`config.mk`:
```
export PLATFORM = sky130hd
export DESIGN_NAME = fpp_port
export DESIGN_NICKNAME = d
export VERILOG_FILES = /design/src/hw/fpp_pkg.sv /design/src/hw/fpp_port.sv
export VERILOG_INCLUDE_DIRS = /design/src /design/src/hw
export SDC_FILE = /design/constraint.sdc
export NUM_CORES = 1
export LEC_CHECK = 0
export ABC_CLOCK_PERIOD_IN_PS = 2500
export BUFFER_PORTS_ARGS = -buffer_cell sky130_fd_sc_hd__buf_2
export CAP_MARGIN = 0
export CORE_ASPECT_RATIO = 2
export CORE_UTILIZATION = 50
export DETAILED_ROUTE_END_ITERATION = 8
export PLACE_DENSITY = 0.69
export SYNTH_ARGS = -nofsm -noshare
export SYNTH_HDL_FRONTEND = slang
export SYNTH_SLANG_ARGS = --single-unit
```
`constraint.sdc`:
```
create_clock -name ref_clk -period 2.5 [get_ports ref_clk]
set_input_delay 0.375 -clock ref_clk [delete_from_list [all_inputs] [get_ports ref_clk]]
set_output_delay 0.375 -clock ref_clk [all_outputs]
set_load 0.01 [all_outputs]
```
`src/hw/fpp_map.svh`:
```
// Register offsets, codes and timing counts of the flash programming port
`ifndef FPP_MAP_SVH
`define FPP_MAP_SVH
// Link register addresses
`define FPP_ADDR_CTL      8'h02
`define FPP_ADDR_DAT      8'hb4
// Reset values
`define FPP_ADDR_RST      8'h00
`define FPP_CTL_RST       8'h00
`define FPP_DAT_RST       8'h00
// Unlock codes, in the order they must arrive
`define FPP_UNLOCK_FIRST  8'h02
`define FPP_UNLOCK_SECOND 8'h01
// Flash command codes
`define FPP_CMD_BLK_RD    8'h06
`define FPP_CMD_BLK_WR    8'h07
`define FPP_CMD_PG_ERASE  8'h08
`define FPP_CMD_DEV_ERASE 8'h03
// Frame layout: two instruction bits, then eight data bits, both LSB first
`define FPP_INSTR_BITS    4'd2
`define FPP_LAST_BIT      4'd9
// Clock-high time that ends a frame, least time so rounded up
`define FPP_IDLE_NS       2000
`define FPP_CLK_MHZ       25
`define FPP_IDLE_CYC      ((`FPP_IDLE_NS * `FPP_CLK_MHZ + 999) / 1000)
`endif

```
`src/hw/fpp_pkg.sv`:
```
// Types shared by the flash programming port
package fpp_pkg;
	// Link instructions, in wire encoding order
	typedef enum logic [1:0] {
		FPP_I_ADDR_WR,
		FPP_I_DATA_WR,
		FPP_I_DATA_RD,
		FPP_I_ADDR_RD
	} fpp_instr_t;
	// Unlock progress
	typedef enum logic [1:0] {
		FPP_LOCKED,
		FPP_HALF,
		FPP_OPEN
	} fpp_lock_t;
endpackage

```
`src/hw/fpp_port.sv`:
```
// Flash programming register path behind the two-wire debug link
`timescale 1ns/1ps
`default_nettype none
`include "fpp_map.svh"
module fpp_port #(
	parameter int IDLE_CYC = `FPP_IDLE_CYC
) (
	input  wire logic               ref_clk,
	input  wire logic               arst_n,
	input  wire logic               ce,
	input  wire logic               core_halted,
	input  wire logic               debug_clock_pin,
	input  wire logic               debug_data_pin_i,
	output logic                    debug_data_pin_o,
	output logic                    debug_data_pin_oe,
	output logic                    pin_borrow,
	output logic                    periph_stall,
	output logic                    prog_mode,
	output logic                    flash_cmd_stb,
	output logic [7:0]              flash_cmd,
	output logic                    flash_byte_stb,
	output logic [7:0]              flash_byte,
	input  wire logic               flash_done,
	input  wire logic               flash_rd_stb,
	input  wire logic [7:0]         flash_rd_byte
);
	import fpp_pkg::*;

	// Valid command codes; used by the gate and by its check
	function automatic logic is_cmd(input logic [7:0] b);
		is_cmd = (b == `FPP_CMD_BLK_RD) || (b == `FPP_CMD_BLK_WR) ||
			(b == `FPP_CMD_PG_ERASE) || (b == `FPP_CMD_DEV_ERASE);
	endfunction

	logic [2:0]  ck_sync_ff;
	logic [2:0]  d_sync_ff;
	logic        ck_lvl_ff;
	logic        d_lvl_ff;
	logic [15:0] idle_cnt_ff;
	logic [3:0]  bit_ff;
	logic [1:0]  instr_ff;
	logic [7:0]  in_sh_ff;
	logic [7:0]  out_sh_ff;
	logic        drive_ff;
	logic [7:0]  addr_ff;
	logic [7:0]  ctl_ff;
	logic [7:0]  dat_ff;
	fpp_lock_t   lock_ff;
	fpp_lock_t   nxt_lock;
	logic        cmd_open_ff;
	logic        cmd_stb_ff;
	logic [7:0]  cmd_ff;
	logic        byte_stb_ff;
	logic [7:0]  byte_ff;

	// Pin synchronisers; only the agreeing second and third stages are looked at
	always_ff @(posedge ref_clk or negedge arst_n) begin
		if (!arst_n) begin
			ck_sync_ff <= 3'h7;
			d_sync_ff  <= 3'h7;
		end else if (ce) begin
			ck_sync_ff <= {ck_sync_ff[1:0], debug_clock_pin};
			d_sync_ff  <= {d_sync_ff[1:0], debug_data_pin_i};
		end
	end

	wire ck_agree = (ck_sync_ff[1] == ck_sync_ff[2]);
	wire d_agree  = (d_sync_ff[1] == d_sync_ff[2]);
	wire ck_rise  = ck_agree && ck_sync_ff[2] && !ck_lvl_ff;
	wire link_rise = ck_rise && core_halted;
	wire [7:0] rx_byte = {d_lvl_ff, in_sh_ff[7:1]};
	wire last_bit  = link_rise && (bit_ff == `FPP_LAST_BIT);
	wire instr_done = link_rise && (bit_ff == `FPP_INSTR_BITS - 4'd1);
	wire fpp_instr_t cur_instr = fpp_instr_t'({d_lvl_ff, instr_ff[1]}); // Bit 0 sits in [1]
	wire idle_end = (idle_cnt_ff == 16'(IDLE_CYC - 1));

	// Filtered levels follow the pins once two stages agree
	always_ff @(posedge ref_clk or negedge arst_n) begin
		if (!arst_n) begin
			ck_lvl_ff <= 1'b1;
			d_lvl_ff  <= 1'b1;
		end else if (ce) begin
			if (ck_agree)
				ck_lvl_ff <= ck_sync_ff[2];
			if (d_agree)
				d_lvl_ff <= d_sync_ff[2];
		end
	end

	// Clock held high long enough realigns the frame; guards against a lost bit
	always_ff @(posedge ref_clk or negedge arst_n) begin
		if (!arst_n) begin
			idle_cnt_ff <= 16'h0000;
		end else if (ce) begin
			if (!ck_lvl_ff || idle_end)
				idle_cnt_ff <= 16'h0000;
			else
				idle_cnt_ff <= idle_cnt_ff + 16'h0001;
		end
	end

	// Bit position within the frame and shift-in of host bits
	always_ff @(posedge ref_clk or negedge arst_n) begin
		if (!arst_n) begin
			bit_ff   <= 4'h0;
			instr_ff <= 2'h0;
			in_sh_ff <= 8'h00;
		end else if (ce) begin
			if (idle_end || !core_halted || last_bit)
				bit_ff <= 4'h0;
			else if (link_rise)
				bit_ff <= bit_ff + 4'h1;
			if (link_rise && bit_ff < `FPP_INSTR_BITS)
				instr_ff <= {d_lvl_ff, instr_ff[1]};
			else if (link_rise)
				in_sh_ff <= rx_byte;
		end
	end

	wire [7:0] sel_val = (addr_ff == `FPP_ADDR_CTL) ? ctl_ff :
		(addr_ff == `FPP_ADDR_DAT) ? dat_ff : 8'h00;
	wire rd_start = instr_done &&
		(cur_instr == FPP_I_DATA_RD || cur_instr == FPP_I_ADDR_RD);
	wire [7:0] rd_val = (cur_instr == FPP_I_ADDR_RD) ? addr_ff : sel_val;
	wire fpp_instr_t frm_instr = fpp_instr_t'(instr_ff);
	wire wr_addr = last_bit && frm_instr == FPP_I_ADDR_WR;
	wire wr_data = last_bit && frm_instr == FPP_I_DATA_WR;
	wire wr_ctl  = wr_data && addr_ff == `FPP_ADDR_CTL;
	wire wr_dat  = wr_data && addr_ff == `FPP_ADDR_DAT;

	// Read phase: device drives one bit per debug clock, LSB first
	always_ff @(posedge ref_clk or negedge arst_n) begin
		if (!arst_n) begin
			out_sh_ff <= 8'h00;
			drive_ff  <= 1'b0;
		end else if (ce) begin
			if (rd_start) begin
				out_sh_ff <= rd_val;
				drive_ff  <= 1'b1;
			end else if (last_bit || idle_end || !core_halted) begin
				drive_ff <= 1'b0;
			end else if (link_rise && drive_ff) begin
				out_sh_ff <= {1'b0, out_sh_ff[7:1]};
			end
		end
	end

	assign debug_data_pin_oe = drive_ff && core_halted;
	assign debug_data_pin_o  = out_sh_ff[0];
	assign pin_borrow        = core_halted;
	assign periph_stall      = core_halted;

	always_ff @(posedge ref_clk or negedge arst_n) begin
		if (!arst_n) begin
			addr_ff <= `FPP_ADDR_RST;
			ctl_ff  <= `FPP_CTL_RST;
			dat_ff  <= `FPP_DAT_RST;
		end else if (ce) begin
			if (wr_addr)
				addr_ff <= rx_byte;
			if (wr_ctl)
				ctl_ff <= rx_byte;
			// Host write wins over flash read-back in the same cycle
			if (wr_dat)
				dat_ff <= rx_byte;
			else if (flash_rd_stb)
				dat_ff <= flash_rd_byte;
		end
	end

	always_comb begin
		nxt_lock = lock_ff;
		if (wr_ctl && lock_ff != FPP_OPEN) begin
			if (lock_ff == FPP_HALF && rx_byte == `FPP_UNLOCK_SECOND)
				nxt_lock = FPP_OPEN;
			else if (rx_byte == `FPP_UNLOCK_FIRST)
				nxt_lock = FPP_HALF;
			else
				nxt_lock = FPP_LOCKED;
		end
	end

	always_ff @(posedge ref_clk or negedge arst_n) begin
		if (!arst_n)
			lock_ff <= FPP_LOCKED;
		else if (ce)
			lock_ff <= nxt_lock;
	end
	assign prog_mode = (lock_ff == FPP_OPEN);

	wire is_first = wr_dat && prog_mode && !cmd_open_ff;
	wire cmd_ok   = is_first && is_cmd(rx_byte);
	wire operand  = wr_dat && prog_mode && cmd_open_ff;

	// Command and operand strobes; done closes a command, a new one wins
	always_ff @(posedge ref_clk or negedge arst_n) begin
		if (!arst_n) begin
			cmd_open_ff <= 1'b0;
			cmd_stb_ff  <= 1'b0;
			cmd_ff      <= 8'h00;
			byte_stb_ff <= 1'b0;
			byte_ff     <= 8'h00;
		end else if (ce) begin
			cmd_stb_ff  <= cmd_ok;
			byte_stb_ff <= operand;
			if (cmd_ok)
				cmd_ff <= rx_byte;
			if (operand)
				byte_ff <= rx_byte;
			if (cmd_ok)
				cmd_open_ff <= 1'b1;
			else if (flash_done)
				cmd_open_ff <= 1'b0;
		end
	end
	assign flash_cmd_stb  = cmd_stb_ff;
	assign flash_cmd      = cmd_ff;
	assign flash_byte_stb = byte_stb_ff;
	assign flash_byte     = byte_ff;

	a_unlock_second: assert property (@(posedge ref_clk) disable iff (!arst_n)
		(ce && wr_ctl && lock_ff == FPP_HALF && rx_byte == `FPP_UNLOCK_SECOND)
		|=> lock_ff == FPP_OPEN)
		else $error("second unlock code did not open programming");
	a_unlock_first: assert property (@(posedge ref_clk) disable iff (!arst_n)
		(ce && wr_ctl && lock_ff == FPP_LOCKED) |=> lock_ff != FPP_OPEN)
		else $error("programming opened without first code");
	a_mode_sticky: assert property (@(posedge ref_clk) disable iff (!arst_n)
		prog_mode |=> prog_mode)
		else $error("programming mode left without reset");
	a_cmd_gated: assert property (@(posedge ref_clk) disable iff (!arst_n)
		$rose(flash_cmd_stb) |-> $past(prog_mode, 1))
		else $error("command issued while locked");
	a_cmd_code: assert property (@(posedge ref_clk) disable iff (!arst_n)
		flash_cmd_stb |-> is_cmd(flash_cmd) && flash_cmd == $past(rx_byte))
		else $error("bad flash command code");
	a_ctl_write: assert property (@(posedge ref_clk) disable iff (!arst_n)
		(ce && wr_ctl) |=> ctl_ff == $past(rx_byte))
		else $error("control register not written");
	a_dat_write: assert property (@(posedge ref_clk) disable iff (!arst_n)
		(ce && wr_dat) |=> dat_ff == $past(rx_byte))
		else $error("data register not written");
	a_pin_release: assert property (@(posedge ref_clk) disable iff (!arst_n)
		(ce && !core_halted) |-> !debug_data_pin_oe ##1 (!drive_ff || core_halted))
		else $error("data pin driven outside halt");
	a_addr_select: assert property (@(posedge ref_clk) disable iff (!arst_n)
		(ce && rd_start && cur_instr == FPP_I_DATA_RD && addr_ff == `FPP_ADDR_CTL)
		|=> out_sh_ff == $past(ctl_ff))
		else $error("read did not follow selected address");
	a_page_erase: assert property (@(posedge ref_clk) disable iff (!arst_n)
		(ce && cmd_ok && rx_byte == `FPP_CMD_PG_ERASE) |=> flash_cmd == `FPP_CMD_PG_ERASE)
		else $error("erase command lost");
endmodule
`default_nettype wire

```
After elaboration in Yosys (flattened, before gate mapping) --
Index checks and enable logic that the tools add are counted. W data, S select, Z words.
Word-level totals: bits in registers 92, output and inout port bits 23, word-level logic and storage cells 111
Cells by class: bitwise operators 1, add/subtract/negate cells 2, $lt $le $gt $ge 1, equal/unequal tests 20, reductions and logical operators 51, muxes and demuxes 17
Operators with widths (count):
- $mux W8 | 8
- $eq A8 B2 Y1 const B | 3
- $reduce_and A2 Y1 | 12
- $logic_and A1 B1 Y1 | 19
- $add A16 B1 Y16 const B | 1
- $eq A16 B6 Y1 const B | 1
- $eq A8 B3 Y1 const B | 2
- $mux W16 | 1
- $reduce_bool A2 Y1 | 5
- $logic_or A1 B1 Y1 | 9
- $eq A8 B1 Y1 const B | 1
- $eq A8 B4 Y1 const B | 1
- $eq A8 B8 Y1 const B | 1
- $mux W4 | 2
- $eq A2 B2 Y1 const B | 3
- $reduce_and A3 Y1 | 2
- $mux W1 | 5
- $add A4 B1 Y4 const B | 1
- $eq A2 B1 Y1 const B | 2
- $eq A4 B1 Y1 const B | 1
- $eq A4 B4 Y1 const B | 1
- $lt A4 B2 Y1 const B | 1
- $ne A2 B2 Y1 const B | 2
- $logic_not A1 Y1 | 3
- 4 further kinds | 5

Depth between registers and ports, before layout --
depth in word-level cells 12, depth in mapped cells 9, gate-level depth less buffers 7

Worst setup path after synthesis --
OpenSTA, ideal clock, no wires.
kind register -> register, start point reg ck_sync_ff[1], end point reg ctl_ff[0], stages on the path, launching flop included 8, library setup time 0.125 ns, data required time 2.375 ns, arrival time 1.962 ns, path buffers 2, path slack 0.414 ns, path through dfstp_2 -> ha_1 -> nand2b_1 -> or3_1 -> buf_2 -> nor3_1 -> buf_2 -> mux2_2
Between the ends: longest elaborated chain between the ends 8
Ends and longest elaborated chain:
- start: declaration | RTL line fpp_port.sv:35 | logic [2:0] ck_sync_ff;
- start signal: assignment | RTL line fpp_port.sv:62 | ck_sync_ff <= {ck_sync_ff[1:0], debug_clock_pin};
- $eq A1 B1 Y1 | RTL line fpp_port.sv:67 | wire ck_agree = (ck_sync_ff[1] == ck_sync_ff[2]);
- $logic_and A1 B1 Y1 (2 in series) | RTL line fpp_port.sv:69 | wire ck_rise = ck_agree && ck_sync_ff[2] && !ck_lvl_ff;
- $logic_and A1 B1 Y1 | RTL line fpp_port.sv:70 | wire link_rise = ck_rise && core_halted;
- $logic_and A1 B1 Y1 | RTL line fpp_port.sv:72 | wire last_bit = link_rise && (bit_ff == `FPP_LAST_BIT);
- $logic_and A1 B1 Y1 | RTL line fpp_port.sv:127 | wire wr_data = last_bit && frm_instr == FPP_I_DATA_WR;
- $logic_and A1 B1 Y1 (no source line)
- $reduce_and A2 Y1 (no source line)
- end signal: assignment | RTL line fpp_port.sv:156 | ctl_ff <= `FPP_CTL_RST;
- end signal: assignment | RTL line fpp_port.sv:162 | ctl_ff <= rx_byte;
- end: declaration | RTL line fpp_port.sv:46 | logic [7:0] ctl_ff;
Every way passes these cells. A chain may end at the register's enable or synchronous reset.

Final worst setup path --
start point reg ck_sync_ff[1], end point reg dat_ff[0]
Between the ends: longest elaborated chain between the ends 9, elaborated cells between the ends (all ways) 10, those cells by class 1 x eq/ne; 1 x mux; 8 x reduce/logical
Ends and longest elaborated chain:
- $eq A1 B1 Y1 * | RTL line fpp_port.sv:67
- $logic_and A1 B1 Y1 * (2 in series) | RTL line fpp_port.sv:69
- $logic_and A1 B1 Y1 * | RTL line fpp_port.sv:70
- $logic_and A1 B1 Y1 * | RTL line fpp_port.sv:72
- $logic_and A1 B1 Y1 * | RTL line fpp_port.sv:127
- $logic_and A1 B1 Y1 (no source line) *
- $reduce_bool A2 Y1 (no source line)
- $reduce_and A2 Y1 (no source line)
- end signal: assignment | RTL line fpp_port.sv:157 | dat_ff <= `FPP_DAT_RST;
- end signal: assignment | RTL line fpp_port.sv:165 | dat_ff <= rx_byte;
- end signal: assignment | RTL line fpp_port.sv:167 | dat_ff <= flash_rd_byte;
- end: declaration | RTL line fpp_port.sv:47 | logic [7:0] dat_ff;
Mark *: on every way between the ends. The rest lies on a longest branch, timed or not.

==> summary.txt <==
Clocking
  • Clock sinks: 91
  • CTS tree: built
  • # Post-CTS Setup Buffers: 0
  • CTS buffer count: 9
  • Clock transition at path regs: 0.06 ns
  • Later-pin clock latency in the skew report: 0.34 ns
  • Clock Path Buffers: 2
  • H-tree level count: 3
  • Clk root buf: clkbuf_16

Synthesis
  • Synth Area in Compound Gates: 9.87%
  • Sequential share of the synthesized area: 53.8%
  • Async set-reset flop share out of synthesis: 100%
  • Avg Inst Size Synth: 11.4 um^2
  • Count leader, synth: dfrtp_1
  • Top cells by area, synth: dfrtp_1, mux2_2, dfstp_2
  • Synth top cells by count: dfrtp_1, mux2_2, nand2_1
  • Netlist cell types: 53
  • EDFF count, synth: 0
  • Mux cell area share after synthesis: 14.0%
  • Ys Warns: 0
  • Top_reg_cell synth: dfrtp_1
  • Post-synthesis simple-gate area fraction: 15.3%
  • Area share of fa/ha/maj cells after synthesis: 1.47%
  • Flops & latches, synth: 91
  • Post-Synth XOR/XNOR Area: 2.47%
  • Post-synthesis cell area: 4250 um^2
  • Main combinational cell family by area after synthesis: simple AND/OR/NAND/NOR gates
  • Yosys top cell area share: 48.9%
  • Cells after Synth: 372
  • Synth area leader: dfrtp_1
  • Post-Syn Nets: 393

Layout
  • ANT cells: 0
  • Area grow syn2layout: 14.6%
  • Design Area, Final: 4870 um^2
  • Layout cells sized above 1: 31.6%
  • Non-filler instance count after layout: 519
  • Fin nets: 437
  • FILL cells: 733

Floorplanning
  • Std-Cell Rows: 47
  • Die W: 67.2 um
  • Io pins: 39
  • Total Die Area: 8890 um^2
  • Die Ht: 132 um
  • Core Box Area: 8230 um^2
  • Initial cell density of the core: 51.6%

Timing
  • Tmin final: 2.27 ns
  • Unrepaired setup endpoints after global routing: no
  • Setup TNS: 0 ns
  • Max-slew headroom: 66.9%
  • Final hold viol count: 0
  • Maximum clock rate: 440 MHz
  • Worst Tran Pin Value: 0.493 ns
  • Worst Clk Skew: 0.00569 ns
  • Fin crit share: 91.0%
  • Slew Viols, Final: 0
  • Endpoints failing setup: 0
  • Final setup margin: 0.226 ns

Flow run
  • Max-cap viol count: 0

Detailed routing
  • Wl on met1: 3640 um
  • Vias: 3052
  • DR WL/cell: 18.6 um
  • Vias per cell: 5.88
  • Antenna-violating nets left: 0
  • DRT iter0 DRCs: 140
  • Routed met2 length: 5330 um
  • Met3 routed WL: 228 um
  • DR DRC count: 0
  • DR top layer: met4
  • WL final: 9640 um
  • DRT Pass-1 Iters: 4

Setup path
  • CP Cell Sequence: ha_1 > nand2b_1 > or3_1 > or2_1 > a21oi_4 > a2bb2oi_1
  • Worst path max stage delay: 0.54 ns
  • Critical path class: reg -> reg
  • Startpoint Class: flip-flop
  • Critical path's slowest cell: dfstp_2
  • Arr. time, crit path: 2.54 ns
  • Worst EP required: 2.76 ns
  • Critical-path maximum fanout: 9
  • Crit end category: flip-flop

Pwr
  • Power Internal: 2.55 mW
  • Sequential Power Share: 49.8%
  • Leakage Power: 2.30 nW
  • Worst vdd ir: 0.534 mV
  • Net Sw Power: 0.961 mW
  • Combinational share of power: 14.7%
  • Switching Fraction: 27.3%
  • Clock network fraction of total power: 35.5%
  • Pwr dens: 722 nW/um^2

Placed design
  • Placed cell area: 4580 um^2
  • Placed insts: 502
  • Port bufs: 38
  • GP Congestion: 0.904
  • Hpwl dp: 6930 um
  • DP Worst Slack: 0.261 ns

Outcome
  • Outcome: finished, final reports clean

Global routing
  • GRT Total Usage: 23.8%
  • Grt ovf: 0
  • Largest net degree at the start of global routing: 66
  • Vias in the first global route: 3126
  • Global-route wire length before repair: 15400 um
  • Initial antenna violation count: 0

Min path
  • Worst min path class: in -> reg
## layout by cell type (no fill, tap or decap), types with 2 or more instances in the layout
cell type / count
dfrtp_1: 83
mux2_2: 52
buf_2: 37
nand2_1: 24
nor2_1: 21
nand3_1: 16
o21ai_0: 14
a21oi_1: 13
buf_4: 13
inv_1: 10
o22ai_1: 10
clkbuf_16: 9
and2_1: 8
a2bb2oi_1: 8
dfstp_2: 8
a31oi_1: 7
nor3_1: 7
xnor2_1: 7
and3_1: 6
nand4_1: 6
xor2_1: 5
ha_1: 5
nor2b_1: 3
nor4_1: 3
nor3b_1: 3
nand2b_1: 3
or3_1: 3
clkbuf_1: 3
nor4bb_1: 2
and4_1: 2
nor3_2: 2
a21o_1: 2
clkinvlp_4: 2
## metrics by stage
| stage | hold WS [ns] | power, mW | util [%] |
|---|---|---|---|
| floorplan | 0.0794 | 2.08 | - |
| finish | 0.261 | 3.52 | 59.1 |
| global placement | 0.307 | 2.27 | 55.7 |
| detailed placement | 0.316 | 2.30 | 55.7 |
| global route | 0.265 | 3.67 | 59.1 |
| CTS | 0.258 | 3.54 | 59.1 |
## state kept, by name, summed over array words and instances, names as in the netlist
signal          cells
flash_cmd           8
d_lvl_ff            1
out_sh_ff           8
flash_byte_stb      1
dat_ff              8
flash_cmd_stb       1
in_sh_ff            7
drive_ff            1
frm_instr           2
idle_cnt_ff        16
lock_ff             2
ck_sync_ff          3
ck_lvl_ff           1
d_sync_ff           3
bit_ff              4
addr_ff             8
flash_byte          8
cmd_open_ff         1
ctl_ff              8
## layout make-up
type	instances	area [um^2]	area share (%)
clock buffers	13	250	5.14
clock inverters	3	23.8	0.488
inverters	11	41.3	0.848
multi-input cells	251	1830	37.6
flip-flops and latches	91	2290	47.0
well taps	98	123	2.52
repair buffers	52	313	6.43
## worst max-delay path, delay by kind of cell, from the launching register on
family | cells | cell delay, ns
and+or+nand+nor | 3 | 0.96
DFF | 1 | 0.54
AOI/OAI and AO/OA | 2 | 0.53
adders and majority gates | 1 | 0.16
## kinds of logic after synthesis
family | Yosys count
multiplexers | 53
AND/OR/NAND/NOR | 119
adder cells (fa/ha/maj) | 5
XOR/XNOR | 12
flip-flops | 91
buffers and inverters | 30
AO/OA/AOI/OAI | 62
## power by group through the flow
stage	sequential (mW)	combinational (mW)	clock (mW)
after CTS	1.75	0.519	1.27
after detailed placement	1.78	0.516	0
after global routing	1.77	0.579	1.32
after global placement	1.77	0.497	0
after floorplan	1.73	0.353	0
final	1.75	0.516	1.25
## metal layers
layer,global-route usage [%],up-vias
met5,0,-
met3,3.72,28
met1,25.6,1541
met4,13.9,0
met2,41.6,59
li1,-,1424
## worst paths after layout
| path | slack [ns] | from | cells past startpoint | end |
|---|---|---|---|---|
| max | 0.23 | ck_sync_ff[1] | 6 | dat_ff[0] |
| min | 0.26 | debug_clock_pin | 2 | ck_sync_ff[0] |
| max reg2reg | 0.23 | ck_sync_ff[1] | 6 | dat_ff[0] |
| min reg2reg | 0.48 | flash_cmd[7] | 1 | flash_cmd[7] |
| max in group asynchronous | 1.32 | arst_n | 3 | ck_sync_ff[1] |
| min in group asynchronous | 0.49 | arst_n | 2 | flash_cmd_stb |
## repair_timing
| action | 4_1_cts | 5_1_grt |
|---|---|---|
| endpoints found under the hold margin | 26 | 0 |
| resized for setup | 0 | 0 |
| endpoints found under the setup margin | 0 | 0 |
| hold buffers | 1 | 0 |
Note: power is estimated with default switching activity, not from simulation.
